`src/logic/prsr_defs.svh`:
```
// register offsets, field positions and reset values for the peripheral soft reset block
`ifndef PRSR_DEFS_SVH
`define PRSR_DEFS_SVH

`define PRSR_OFF_SERIAL_TIMERS  12'h044
`define PRSR_OFF_PORT           12'h048
`define PRSR_ADDR_BITS          12
`define PRSR_WORD_LSB           2

`define PRSR_BIT_SERIAL_ZERO    0
`define PRSR_BIT_SERIAL_ONE     1
`define PRSR_BIT_SYNC_SERIAL    4
`define PRSR_BIT_TWO_WIRE       12
`define PRSR_BIT_TIMER_ZERO     16
`define PRSR_BIT_TIMER_ONE      17
`define PRSR_BIT_TIMER_TWO      18
`define PRSR_BIT_COMPARATOR     24
`define PRSR_NUM_PORTS          5

// implemented (writable) bits of each register; everything else reads zero
`define PRSR_IMPL_SERIAL_TIMERS 32'h0107_1013
`define PRSR_IMPL_PORT          32'h0000_001F
`define PRSR_RST_SERIAL_TIMERS  32'h0000_0000
`define PRSR_RST_PORT           32'h0000_0000
`define PRSR_ZERO_WORD          32'h0000_0000

`define PRSR_HTRANS_NONSEQ      2'h2
`define PRSR_HTRANS_SEQ         2'h3
`define PRSR_HRESP_OKAY         1'h0

`endif

```
`src/logic/prsr_pkg.sv`:
```
// types shared by the peripheral soft reset block
package prsr_pkg;
    typedef enum logic [1:0] {
        PRSR_SEL_NONE   = 2'b00,
        PRSR_SEL_SERIAL = 2'b01,
        PRSR_SEL_PORT   = 2'b10
    } prsr_sel_t;
endpackage

```
`src/logic/prsr_ctl_reg.sv`:
```
// one masked read-write reset control register
`include "prsr_defs.svh"

module prsr_ctl_reg
    import prsr_pkg::*;
#(
    parameter logic [31:0] IMPL_MASK = `PRSR_IMPL_SERIAL_TIMERS,
    parameter logic [31:0] RST_VAL   = `PRSR_RST_SERIAL_TIMERS
) (
    input  wire logic        clk,
    input  wire logic        rst_n,
    input  wire logic        clk_en,
    input  wire logic        wr_en,
    input  wire logic [31:0] wr_data,
    input  wire logic [31:0] cap_mask,
    output logic      [31:0] value
);
    logic [31:0] value_reg;
    logic [31:0] value_next;
    logic [31:0] wr_mask;

    // capability and implementation both gate a bit; others keep their value
    assign wr_mask    = IMPL_MASK & cap_mask;
    assign value_next = (value_reg & ~wr_mask) | (wr_data & wr_mask);
    assign value      = value_reg;

    always_ff @(posedge clk or negedge rst_n) begin
        if (!rst_n) begin
            value_reg <= RST_VAL;
        end else if (clk_en && wr_en) begin
            value_reg <= value_next;
        end
    end
endmodule

```
`src/logic/prsr_top.sv`:
```
// peripheral soft reset control registers on an AHB-Lite slave port
//
// Summary of operation
// - serial/timer register writes only touch bits present in capability mask two
// - port register writes only touch bits present in capability mask four
// - bits 1 and 0 reset serial ports one and zero, read-write, reset 0
// - bit 4 resets synchronous serial unit zero, read-write, reset 0
// - bit 12 resets two-wire unit zero, read-write, reset 0
// - port register bits 0..4 reset ports A..E, read-write, reset 0
// - port register comes out of reset as all zeros
// - reserved bits read zero and ignore writes
//
// The AHB-Lite interface to the registers was chosen for this implementation.
`include "prsr_defs.svh"

module prsr_top
    import prsr_pkg::*;
#(
    parameter int NUM_PORTS = `PRSR_NUM_PORTS
) (
    input  wire logic                 clk,
    input  wire logic                 nrst,
    input  wire logic                 clk_en,
    input  wire logic                 hsel,
    input  wire logic [31:0]          haddr,
    input  wire logic [1:0]           htrans,
    input  wire logic                 hwrite,
    input  wire logic [2:0]           hsize,
    input  wire logic [31:0]          hwdata,
    input  wire logic                 hready,
    output logic      [31:0]          hrdata,
    output logic                      hreadyout,
    output logic                      hresp,
    input  wire logic [31:0]          capability_mask_second,
    input  wire logic [31:0]          capability_mask_fourth,
    output logic                      serial_port_zero_reset,
    output logic                      serial_port_one_reset,
    output logic                      sync_serial_zero_reset,
    output logic                      two_wire_zero_reset,
    output logic                      timer_zero_reset,
    output logic                      timer_one_reset,
    output logic                      timer_two_reset,
    output logic                      comparator_zero_reset,
    output logic [NUM_PORTS-1:0]      port_reset
);
    // ----------------------------------------------------------------
    // reset release
    // ----------------------------------------------------------------
    // the release chain ignores clk_en so that a reset always ends on its own
    logic rst_sync1_reg;
    logic rst_n_reg;

    always_ff @(posedge clk or negedge nrst) begin
        if (!nrst) begin
            rst_sync1_reg <= 1'b0;
            rst_n_reg     <= 1'b0;
        end else begin
            rst_sync1_reg <= 1'b1;
            rst_n_reg     <= rst_sync1_reg;
        end
    end

    // ----------------------------------------------------------------
    // address decode
    // ----------------------------------------------------------------
    function automatic prsr_sel_t decode(input logic [31:0] addr);
        logic [`PRSR_ADDR_BITS-1:0] off;
        off = addr[`PRSR_ADDR_BITS-1:0];
        if (off == `PRSR_OFF_SERIAL_TIMERS) begin
            decode = PRSR_SEL_SERIAL;
        end else if (off == `PRSR_OFF_PORT) begin
            decode = PRSR_SEL_PORT;
        end else begin
            decode = PRSR_SEL_NONE;
        end
    endfunction

    logic      addr_valid;
    logic      wr_pend_reg;
    prsr_sel_t wr_sel_reg;
    logic      wr_serial;
    logic      wr_port;

    assign addr_valid = hsel && hready && clk_en &&
                        (htrans == `PRSR_HTRANS_NONSEQ || htrans == `PRSR_HTRANS_SEQ);

    // the write lands in the data phase; the slave never stalls, so zero wait states
    always_ff @(posedge clk or negedge rst_n_reg) begin
        if (!rst_n_reg) begin
            wr_pend_reg <= 1'b0;
            wr_sel_reg  <= PRSR_SEL_NONE;
        end else if (clk_en) begin
            wr_pend_reg <= addr_valid && hwrite;
            wr_sel_reg  <= addr_valid ? decode(haddr) : PRSR_SEL_NONE;
        end
    end

    assign wr_serial = wr_pend_reg && (wr_sel_reg == PRSR_SEL_SERIAL);
    assign wr_port   = wr_pend_reg && (wr_sel_reg == PRSR_SEL_PORT);

    // ----------------------------------------------------------------
    // control registers
    // ----------------------------------------------------------------
    logic [31:0] serial_val;
    logic [31:0] port_val;

    prsr_ctl_reg #(
        .IMPL_MASK (`PRSR_IMPL_SERIAL_TIMERS),
        .RST_VAL   (`PRSR_RST_SERIAL_TIMERS)
    ) u_serial_timers (
        .clk      (clk),
        .rst_n    (rst_n_reg),
        .clk_en   (clk_en),
        .wr_en    (wr_serial),
        .wr_data  (hwdata),
        .cap_mask (capability_mask_second),
        .value    (serial_val)
    );

    prsr_ctl_reg #(
        .IMPL_MASK (`PRSR_IMPL_PORT),
        .RST_VAL   (`PRSR_RST_PORT)
    ) u_port (
        .clk      (clk),
        .rst_n    (rst_n_reg),
        .clk_en   (clk_en),
        .wr_en    (wr_port),
        .wr_data  (hwdata),
        .cap_mask (capability_mask_fourth),
        .value    (port_val)
    );

    // ----------------------------------------------------------------
    // bus answer
    // ----------------------------------------------------------------
    // read data registered in the address phase; a write in the previous data
    // phase to the same register is caught by forwarding its next value
    logic [31:0] serial_fwd;
    logic [31:0] port_fwd;

    assign serial_fwd = wr_serial ? (serial_val & ~(`PRSR_IMPL_SERIAL_TIMERS &
                        capability_mask_second)) | (hwdata & `PRSR_IMPL_SERIAL_TIMERS &
                        capability_mask_second) : serial_val;
    assign port_fwd   = wr_port ? (port_val & ~(`PRSR_IMPL_PORT & capability_mask_fourth))
                        | (hwdata & `PRSR_IMPL_PORT & capability_mask_fourth) : port_val;

    always_ff @(posedge clk or negedge rst_n_reg) begin
        if (!rst_n_reg) begin
            hrdata <= `PRSR_ZERO_WORD;
        end else if (clk_en) begin
            if (addr_valid && !hwrite && decode(haddr) == PRSR_SEL_SERIAL) begin
                hrdata <= serial_fwd;
            end else if (addr_valid && !hwrite && decode(haddr) == PRSR_SEL_PORT) begin
                hrdata <= port_fwd;
            end else begin
                hrdata <= `PRSR_ZERO_WORD;
            end
        end
    end

    // unmapped addresses read zero and complete OKAY
    always_ff @(posedge clk or negedge rst_n_reg) begin
        if (!rst_n_reg) begin
            hreadyout <= 1'b1;
            hresp     <= `PRSR_HRESP_OKAY;
        end else if (clk_en) begin
            hreadyout <= 1'b1;
            hresp     <= `PRSR_HRESP_OKAY;
        end
    end

    // ----------------------------------------------------------------
    // peripheral reset outputs
    // ----------------------------------------------------------------
    // registered once more so every output is a flop; costs one cycle of latency
    always_ff @(posedge clk or negedge rst_n_reg) begin
        if (!rst_n_reg) begin
            serial_port_zero_reset <= 1'b0;
            serial_port_one_reset  <= 1'b0;
            sync_serial_zero_reset <= 1'b0;
            two_wire_zero_reset    <= 1'b0;
            timer_zero_reset       <= 1'b0;
            timer_one_reset        <= 1'b0;
            timer_two_reset        <= 1'b0;
            comparator_zero_reset  <= 1'b0;
        end else if (clk_en) begin
            serial_port_zero_reset <= serial_val[`PRSR_BIT_SERIAL_ZERO];
            serial_port_one_reset  <= serial_val[`PRSR_BIT_SERIAL_ONE];
            sync_serial_zero_reset <= serial_val[`PRSR_BIT_SYNC_SERIAL];
            two_wire_zero_reset    <= serial_val[`PRSR_BIT_TWO_WIRE];
            timer_zero_reset       <= serial_val[`PRSR_BIT_TIMER_ZERO];
            timer_one_reset        <= serial_val[`PRSR_BIT_TIMER_ONE];
            timer_two_reset        <= serial_val[`PRSR_BIT_TIMER_TWO];
            comparator_zero_reset  <= serial_val[`PRSR_BIT_COMPARATOR];
        end
    end

    genvar gi;
    generate
        for (gi = 0; gi < NUM_PORTS; gi++) begin : g_port
            always_ff @(posedge clk or negedge rst_n_reg) begin
                if (!rst_n_reg) begin
                    port_reset[gi] <= 1'b0;
                end else if (clk_en) begin
                    port_reset[gi] <= port_val[gi];
                end
            end
        end
    endgenerate

    // ----------------------------------------------------------------
    // checks
    // ----------------------------------------------------------------
    AST_SERIAL_MASKED: assert property (@(posedge clk) disable iff (!rst_n_reg)
        (clk_en && wr_serial) |=> ((serial_val ^ $past(serial_val)) &
        ~($past(capability_mask_second) & `PRSR_IMPL_SERIAL_TIMERS)) == 32'h0000_0000)
        else $error("serial register bit changed outside capability mask");

    AST_PORT_MASKED: assert property (@(posedge clk) disable iff (!rst_n_reg)
        (clk_en && wr_port) |=> ((port_val ^ $past(port_val)) &
        ~($past(capability_mask_fourth) & `PRSR_IMPL_PORT)) == 32'h0000_0000)
        else $error("port register bit changed outside capability mask");

    AST_SERIAL_WRITE: assert property (@(posedge clk) disable iff (!rst_n_reg)
        (clk_en && wr_serial && capability_mask_second[`PRSR_BIT_SERIAL_ZERO])
        |=> serial_val[`PRSR_BIT_SERIAL_ZERO] == $past(hwdata[`PRSR_BIT_SERIAL_ZERO]))
        else $error("serial port zero bit did not take written value");

    AST_SYNC_OUT: assert property (@(posedge clk) disable iff (!rst_n_reg)
        clk_en |=> sync_serial_zero_reset == $past(serial_val[`PRSR_BIT_SYNC_SERIAL]))
        else $error("sync serial reset output mismatch");

    AST_TWO_WIRE_OUT: assert property (@(posedge clk) disable iff (!rst_n_reg)
        clk_en |=> two_wire_zero_reset == $past(serial_val[`PRSR_BIT_TWO_WIRE]))
        else $error("two-wire reset output mismatch");

    AST_PORT_OUT: assert property (@(posedge clk) disable iff (!rst_n_reg)
        clk_en |=> port_reset == $past(port_val[NUM_PORTS-1:0]))
        else $error("port reset outputs mismatch");

    AST_PORT_RESET_ZERO: assert property (@(posedge clk)
        $rose(rst_n_reg) |-> port_val == `PRSR_RST_PORT)
        else $error("port register not zero after reset");

    AST_RESERVED_ZERO: assert property (@(posedge clk) disable iff (!rst_n_reg)
        ((serial_val & ~`PRSR_IMPL_SERIAL_TIMERS) == 32'h0000_0000) &&
        ((port_val & ~`PRSR_IMPL_PORT) == 32'h0000_0000) &&
        ((hrdata & ~(`PRSR_IMPL_SERIAL_TIMERS | `PRSR_IMPL_PORT)) == 32'h0000_0000))
        else $error("reserved bit not zero");

    AST_TIMER_OUT: assert property (@(posedge clk) disable iff (!rst_n_reg)
        clk_en |=> {comparator_zero_reset, timer_two_reset, timer_one_reset} ==
        {$past(serial_val[`PRSR_BIT_COMPARATOR]), $past(serial_val[`PRSR_BIT_TIMER_TWO]),
         $past(serial_val[`PRSR_BIT_TIMER_ONE])})
        else $error("timer or comparator reset output mismatch");

    AST_HOLD_IN_RESET: assert property (@(posedge clk) disable iff (!rst_n_reg)
        (clk_en && serial_val[`PRSR_BIT_TIMER_ZERO] && !wr_serial) [*2]
        |-> timer_zero_reset)
        else $error("timer zero released while control bit set");

    AST_SERIAL_RESET_ZERO: assert property (@(posedge clk)
        $rose(rst_n_reg) |-> serial_val == `PRSR_RST_SERIAL_TIMERS)
        else $error("serial register not zero after reset");

    AST_SERIAL_OUT: assert property (@(posedge clk) disable iff (!rst_n_reg)
        clk_en |=> {serial_port_one_reset, serial_port_zero_reset} ==
        {$past(serial_val[`PRSR_BIT_SERIAL_ONE]), $past(serial_val[`PRSR_BIT_SERIAL_ZERO])})
        else $error("serial port reset outputs mismatch");

    AST_TIMER_ZERO_OUT: assert property (@(posedge clk) disable iff (!rst_n_reg)
        clk_en |=> timer_zero_reset == $past(serial_val[`PRSR_BIT_TIMER_ZERO]))
        else $error("timer zero reset output mismatch");

    // every allowed bit must take the written value, not merely stay put elsewhere
    AST_SERIAL_TAKES: assert property (@(posedge clk) disable iff (!rst_n_reg)
        (clk_en && wr_serial) |=> ((serial_val ^ $past(hwdata)) &
        $past(capability_mask_second) & `PRSR_IMPL_SERIAL_TIMERS) == `PRSR_ZERO_WORD)
        else $error("serial register bit did not take written value");

    AST_PORT_TAKES: assert property (@(posedge clk) disable iff (!rst_n_reg)
        (clk_en && wr_port) |=> ((port_val ^ $past(hwdata)) &
        $past(capability_mask_fourth) & `PRSR_IMPL_PORT) == `PRSR_ZERO_WORD)
        else $error("port register bit did not take written value");

    AST_PORT_HOLD: assert property (@(posedge clk) disable iff (!rst_n_reg)
        (clk_en && !wr_port) [*2] |->
        (port_reset & $past(port_val[NUM_PORTS-1:0])) == $past(port_val[NUM_PORTS-1:0]))
        else $error("port released while control bit set");

    AST_UNMAPPED_READ: assert property (@(posedge clk) disable iff (!rst_n_reg)
        (addr_valid && !hwrite && decode(haddr) == PRSR_SEL_NONE) |=>
        hrdata == `PRSR_ZERO_WORD)
        else $error("unmapped read returned nonzero data");

    // a frozen block must neither store a write nor move an output
    AST_FREEZE: assert property (@(posedge clk) disable iff (!rst_n_reg)
        !clk_en |=> $stable(serial_val) && $stable(port_val) && $stable(port_reset) &&
        $stable(timer_zero_reset) && $stable(hrdata))
        else $error("state changed while clock enable low");

    AST_OUTPUTS_CLEAR: assert property (@(posedge clk)
        $rose(rst_n_reg) |-> (port_reset == {NUM_PORTS{1'b0}}) && !serial_port_zero_reset &&
        !timer_zero_reset && !comparator_zero_reset)
        else $error("reset outputs not clear after reset");

    AST_BUS_OKAY: assert property (@(posedge clk) disable iff (!rst_n_reg)
        hreadyout && hresp == `PRSR_HRESP_OKAY)
        else $error("bus answer not ready or not okay");
endmodule

```
`config.mk`:
```
export PLATFORM = sky130hd
export DESIGN_NAME = prsr_top
export DESIGN_NICKNAME = d
export VERILOG_FILES = /design/src/logic/prsr_pkg.sv /design/src/logic/prsr_ctl_reg.sv /design/src/logic/prsr_top.sv
export VERILOG_INCLUDE_DIRS = /design/src /design/src/logic
export SDC_FILE = /design/constraint.sdc
export NUM_CORES = 1
export LEC_CHECK = 0
export BUFFER_PORTS_ARGS = -buffer_cell sky130_fd_sc_hd__clkbuf_2
export CORE_ASPECT_RATIO = 1.25
export CORE_MARGIN = 10
export CORE_UTILIZATION = 37
export DETAILED_ROUTE_END_ITERATION = 6
export PLACE_DENSITY = 0.87
export SETUP_SLACK_MARGIN = 0.05
export SLEW_MARGIN = 20
export SYNTH_ARGS = -nofsm -noshare
export SYNTH_HDL_FRONTEND = slang
export SYNTH_SLANG_ARGS = --single-unit
```
`constraint.sdc`:
```
create_clock -name clk -period 1.63 [get_ports clk]
set_input_delay 0.163 -clock clk [delete_from_list [all_inputs] [get_ports clk]]
set_output_delay 0.163 -clock clk [all_outputs]
set_load 0.01 [all_outputs]
```
## Word-level counts from Yosys, hierarchy flattened

Cells that the tools add are included.

- Output and inout bits: 47
- Input port bits: 139
- Register bits: 114

- Reductions and logical operators: 13
- Equal/unequal tests: 8
- Bitwise logic cells: 12
- Multiplexer cells: 10

Operators with widths:

| kind | count |
|---|---|
| $mux 32 | 4 |
| $or 32x32->32 | 4 |
| $and 32x32->32 | 2 |
| $and 25x32->32 | 1 |
| $and 32x25->32 | 1 |
| $and 32x5->32 | 1 |
| $and 5x32->32 | 1 |
| $not 25->32 | 1 |
| $not 5->32 | 1 |
| $eq 12x7->1 const B | 2 |
| $mux 2 | 6 |
| $logic_and 1x1->1 | 11 |
| $eq 2x2->1 const B | 4 |
| $eq 2x1->1 const B | 2 |
| $logic_not 1->1 | 1 |
| $logic_or 1x1->1 | 1 |

## Logic depth before layout (Yosys ltp)

- Word-level depth: 12
- Depth in mapped cells: 6
- Depth with buffers taken out: 4

## Cells and area by module

Synthesis repeated with hierarchy kept, for this count alone.

- Cell total of the unflattened synthesis: 346
- Area, all modules: 3514.6 µm²

By module, submodules not included:

| module | area each (µm²) | seq. area each (µm²) | cells each | instances |
|---|---|---|---|---|
| prsr_top | 2553.7 | 1251.2 | 252 | 1 |
| prsr_ctl_reg at u_serial_timers | 529.3 | 200.2 | 51 | 1 |
| prsr_ctl_reg at u_port | 431.7 | 125.1 | 43 | 1 |

## Worst setup path after synthesis

No wires, ideal clock.

- Path kind: flip-flop to flip-flop
- Start point: reg wr_sel_reg[1]
- End point: reg u_serial_timers.value_reg[0], in the netlist u_serial_timers.value[0]
- Data required time: 1.503 ns
- Stages on the path, launching flop included: 7
- Setup time: 0.127 ns
- Data arrival time: 1.532 ns
- Path slack: -0.029 ns
- Cells stage by stage: dfrtp_1 > and3b_1 > clkbuf_1 > and2_1 > clkbuf_1 > nand2_1 > mux2_1

- Longest elaborated chain between the ends: 3

Ends and longest elaborated chain:

| what | RTL line | source |
|---|---|---|
| start: declaration | prsr_top.sv:80 | `prsr_sel_t wr_sel_reg;` |
| start signal: assignment | prsr_top.sv:94 | `wr_sel_reg <= addr_valid ? decode(haddr) : PRSR_SEL_NONE;` |
| $eq 2x1->1 | prsr_top.sv:98 | `assign wr_serial = wr_pend_reg && (wr_sel_reg == PRSR_SEL_SERIAL);` |
| $logic_and 1x1->1 | prsr_top.sv:98 |  |
| $logic_and 1x1->1 | prsr_ctl_reg.sv:30 | `end else if (clk_en && wr_en) begin` |
| end signal: assignment | prsr_ctl_reg.sv:31 | `value_reg <= value_next;` |
| end: declaration | prsr_ctl_reg.sv:18 | `logic [31:0] value_reg;` |

No other way between the ends.
A chain may end at the register's enable or synchronous reset.

## Worst setup path in the final report

- Start point: reg wr_sel_reg[1]
- End point: reg u_serial_timers.value_reg[12], in the netlist u_serial_timers.value[12]

Same word-level chain as after synthesis.

==> flow_summary.json <==
{
  "status": "complete, no violations",
  "r2r_start": "wr_sel_reg[1]",
  "hold_violations": 0,
  "dp_hpwl_um": 4231,
  "ys_warn_count": 0,
  "grt_max_degree": 40,
  "path_class": "reg2reg",
  "crit_arrival_ns": 1.61,
  "setup_viol": 0,
  "post-route-period-util_pct": 88.03,
  "cts.clk_slew.worst_paths_ns": 0.08,
  "comb_power_share_pct": 8.5,
  "synth_top_area_share_pct": 49.70,
  "layout-area-overhead-vs-synth_pct": 22.49,
  "port_buffers": 64,
  "grt_pass1_wl_um": 8204,
  "clock_latency_ns": 0.29,
  "io_pins": 186,
  "cp-start-kind": "flop",
  "synth_seq_cells": 41,
  "final_cell_area_um2": 2529,
  "gp_congestion": 0.7763,
  "drive_gt1_share_pct": 39.45,
  "post-place-ws_ns": -0.1089,
  "slew_violations": 0,
  "period_needed_ns": 1.435,
  "ys_types": 27,
  "hold_start": "hwrite",
  "tightest_slew_ns": 0.5131,
  "min_to": "wr_pend_reg",
  "ys.flop_type": "dfrtp_1",
  "reg2reg_to": "u_serial_timers.value[12]",
  "r2r_cells": 4,
  "cts_buffers": 5,
  "internal-power_mw": 1.603,
  "clock_tree.buffer_depth": 2,
  "track_usage_pct": 11.36,
  "path_max_fanout": 8,
  "p_per_area_nw_per_um2": 823.2,
  "ys_async_sr_fraction_pct": 100.0,
  "ant_nets": 0,
  "fp.coreArea_um2": 5405,
  "antenna_cells": 0,
  "tritoncts": "yes",
  "wl_per_cell_um": 16.33,
  "cts.sinks": 41,
  "fin_skew_ns": 0.008553,
  "sw_frac_of_total_pct": 22.98,
  "die_area_um2": 8986,
  "routed_wl_um": 5227,
  "overflow": 0,
  "p_leak_nw": 1.400,
  "slew_headroom_pct": 65.79,
  "htreeDepth": 2,
  "pwr-share-seq_pct": 50.1,
  "die_w_um": 86.81,
  "max_freq_ghz": 0.6970,
  "cp_data_required_time_ns": 1.80,
  "synth_edf_count": 0,
  "yosysTopAreaCell": "dfrtp_1",
  "postPlaceCellArea_um2": 2397,
  "crit_path_end_kind": "flop",
  "die_y_um": 103.5,
  "r2r_setup_slack_ns": 0.20,
  "yosysMostFrequentCell": "dfrtp_1",
  "min_path_cells": 3,
  "syn_area_um2": 2064,
  "clockRootBuffer": "clkbuf_8",
  "vdd_drop_max_v": 0.0004865,
  "first_pass_iters": 3,
  "routed_via_density": 4.728,
  "postSynthAreaPerCell_um2": 11.28,
  "grt_antenna_before_repair": 0,
  "cap_violations": 0,
  "clkPwrFrac_pct": 41.4,
  "largest_reg_flops": 10,
  "netlist_instances": 183,
  "grt_pass1_vias": 1683,
  "rows": 30,
  "drt-initial-drc-count": 56,
  "ys_seq_area_share_pct": 49.70,
  "hold_path.class": "in2reg",
  "nets": 394,
  "worst_slack_ns": 0.1952,
  "vias": 1513,
  "p_sw_uw": 478.3,
  "synthTopCellsByArea": "dfrtp_1 (50%), mux2_2 (9.8%), buf_4 (9.1%), mux2i_1 (4.8%), mux2_1 (4.4%)",
  "drc": 0,
  "start_util_pct": 38.19,
  "rsz0062_at_grt": "false",
  "synth_common_cells": "dfrtp_1 (41), buf_4 (25), nand2_1 (24)"
}
critical path: stages, from the launching register on:
cell and delay [ns]:
dfrtp_1 0.39, and3b_1 0.25, and2_2 0.27, nand2_1 0.09, mux2_1 0.32
through the flow:
stage,hold WS (ns),setup TNS (ns),utilization (%),power (mW),cells
2_1_floorplan,-0.1326,0,-,1.190,206
3_3_place_gp,-0.04935,-0.1903,44.35,1.231,311
3_5_place_dp,-0.04775,-0.7077,44.35,1.238,311
4_1_cts,0.08694,0,46.76,2.111,320
5_1_grt,0.08697,0,46.78,2.184,320
6_report,0.09408,0,46.78,2.082,320
worst max path at each step:
stage	startpoint	end
after floorplan	haddr[0]	hrdata[0]
after global placement	haddr[0]	hrdata[0]
after detailed placement	haddr[0]	hrdata[0]
after CTS	wr_sel_reg[1]	u_serial_timers.value[12]
after global routing	wr_sel_reg[1]	u_serial_timers.value[12]
final	wr_sel_reg[1]	u_serial_timers.value[12]
placed cells by master (no fill, tap or decap), types with 3 or more instances in the layout:
master      n
and3_1      3
conb_1     25
a21boi_0    3
o22ai_1     8
o2111ai_1   3
dfrtp_1    41
o211ai_1    3
clkbuf_8    6
inv_1      11
clkbuf_2   64
mux2_2     18
mux2_1      8
mux2i_1    10
buf_4       7
nand2b_1    4
nand2_1    24
power groups by stage:
stage               Combinational [mW]  Sequential (mW)  Clock [mW]
detailed placement               0.175             1.06           0
global placement                 0.170             1.06           0
finish                           0.177             1.04       0.861
CTS                              0.177             1.04       0.891
floorplan                        0.111             1.08           0
global route                     0.198             1.04       0.941
logic make-up after synthesis:
family,synth area share [%]
multiplexers,19.03
AO/OA/AOI/OAI,6.363
flip-flops,49.70
other,0.3638
AND/OR/NAND/NOR,12.55
buffers and inverters,12.00
cell type report:
cell class | count | area (um2)
clock buffer | 6 | 82.58
clock inverter | 2 | 37.54
sequential | 41 | 1026
fill | 520 | 2877
tap | 64 | 80.08
inverter | 11 | 41.29
timing repair buffer | 72 | 382.9
multi-input combinational | 124 | 878.3
repair_timing:
item                                    4_1_cts  5_1_grt
endpoints found under the hold margin         2        0
hold buffers                                  1        0
buffers inserted                              0        0
resized for setup                             0        1
endpoints found under the setup margin        0        8
routing by layer:
layer  up-vias  share of wire, %  GRT usage [%]
li1        727                 -              -
met1       714                37          11.41
met2        66                51          19.85
met3         6                11          5.721
met4         0               1.1          2.900
met5         -                 0              0
(Power assumes the default switching activity.)
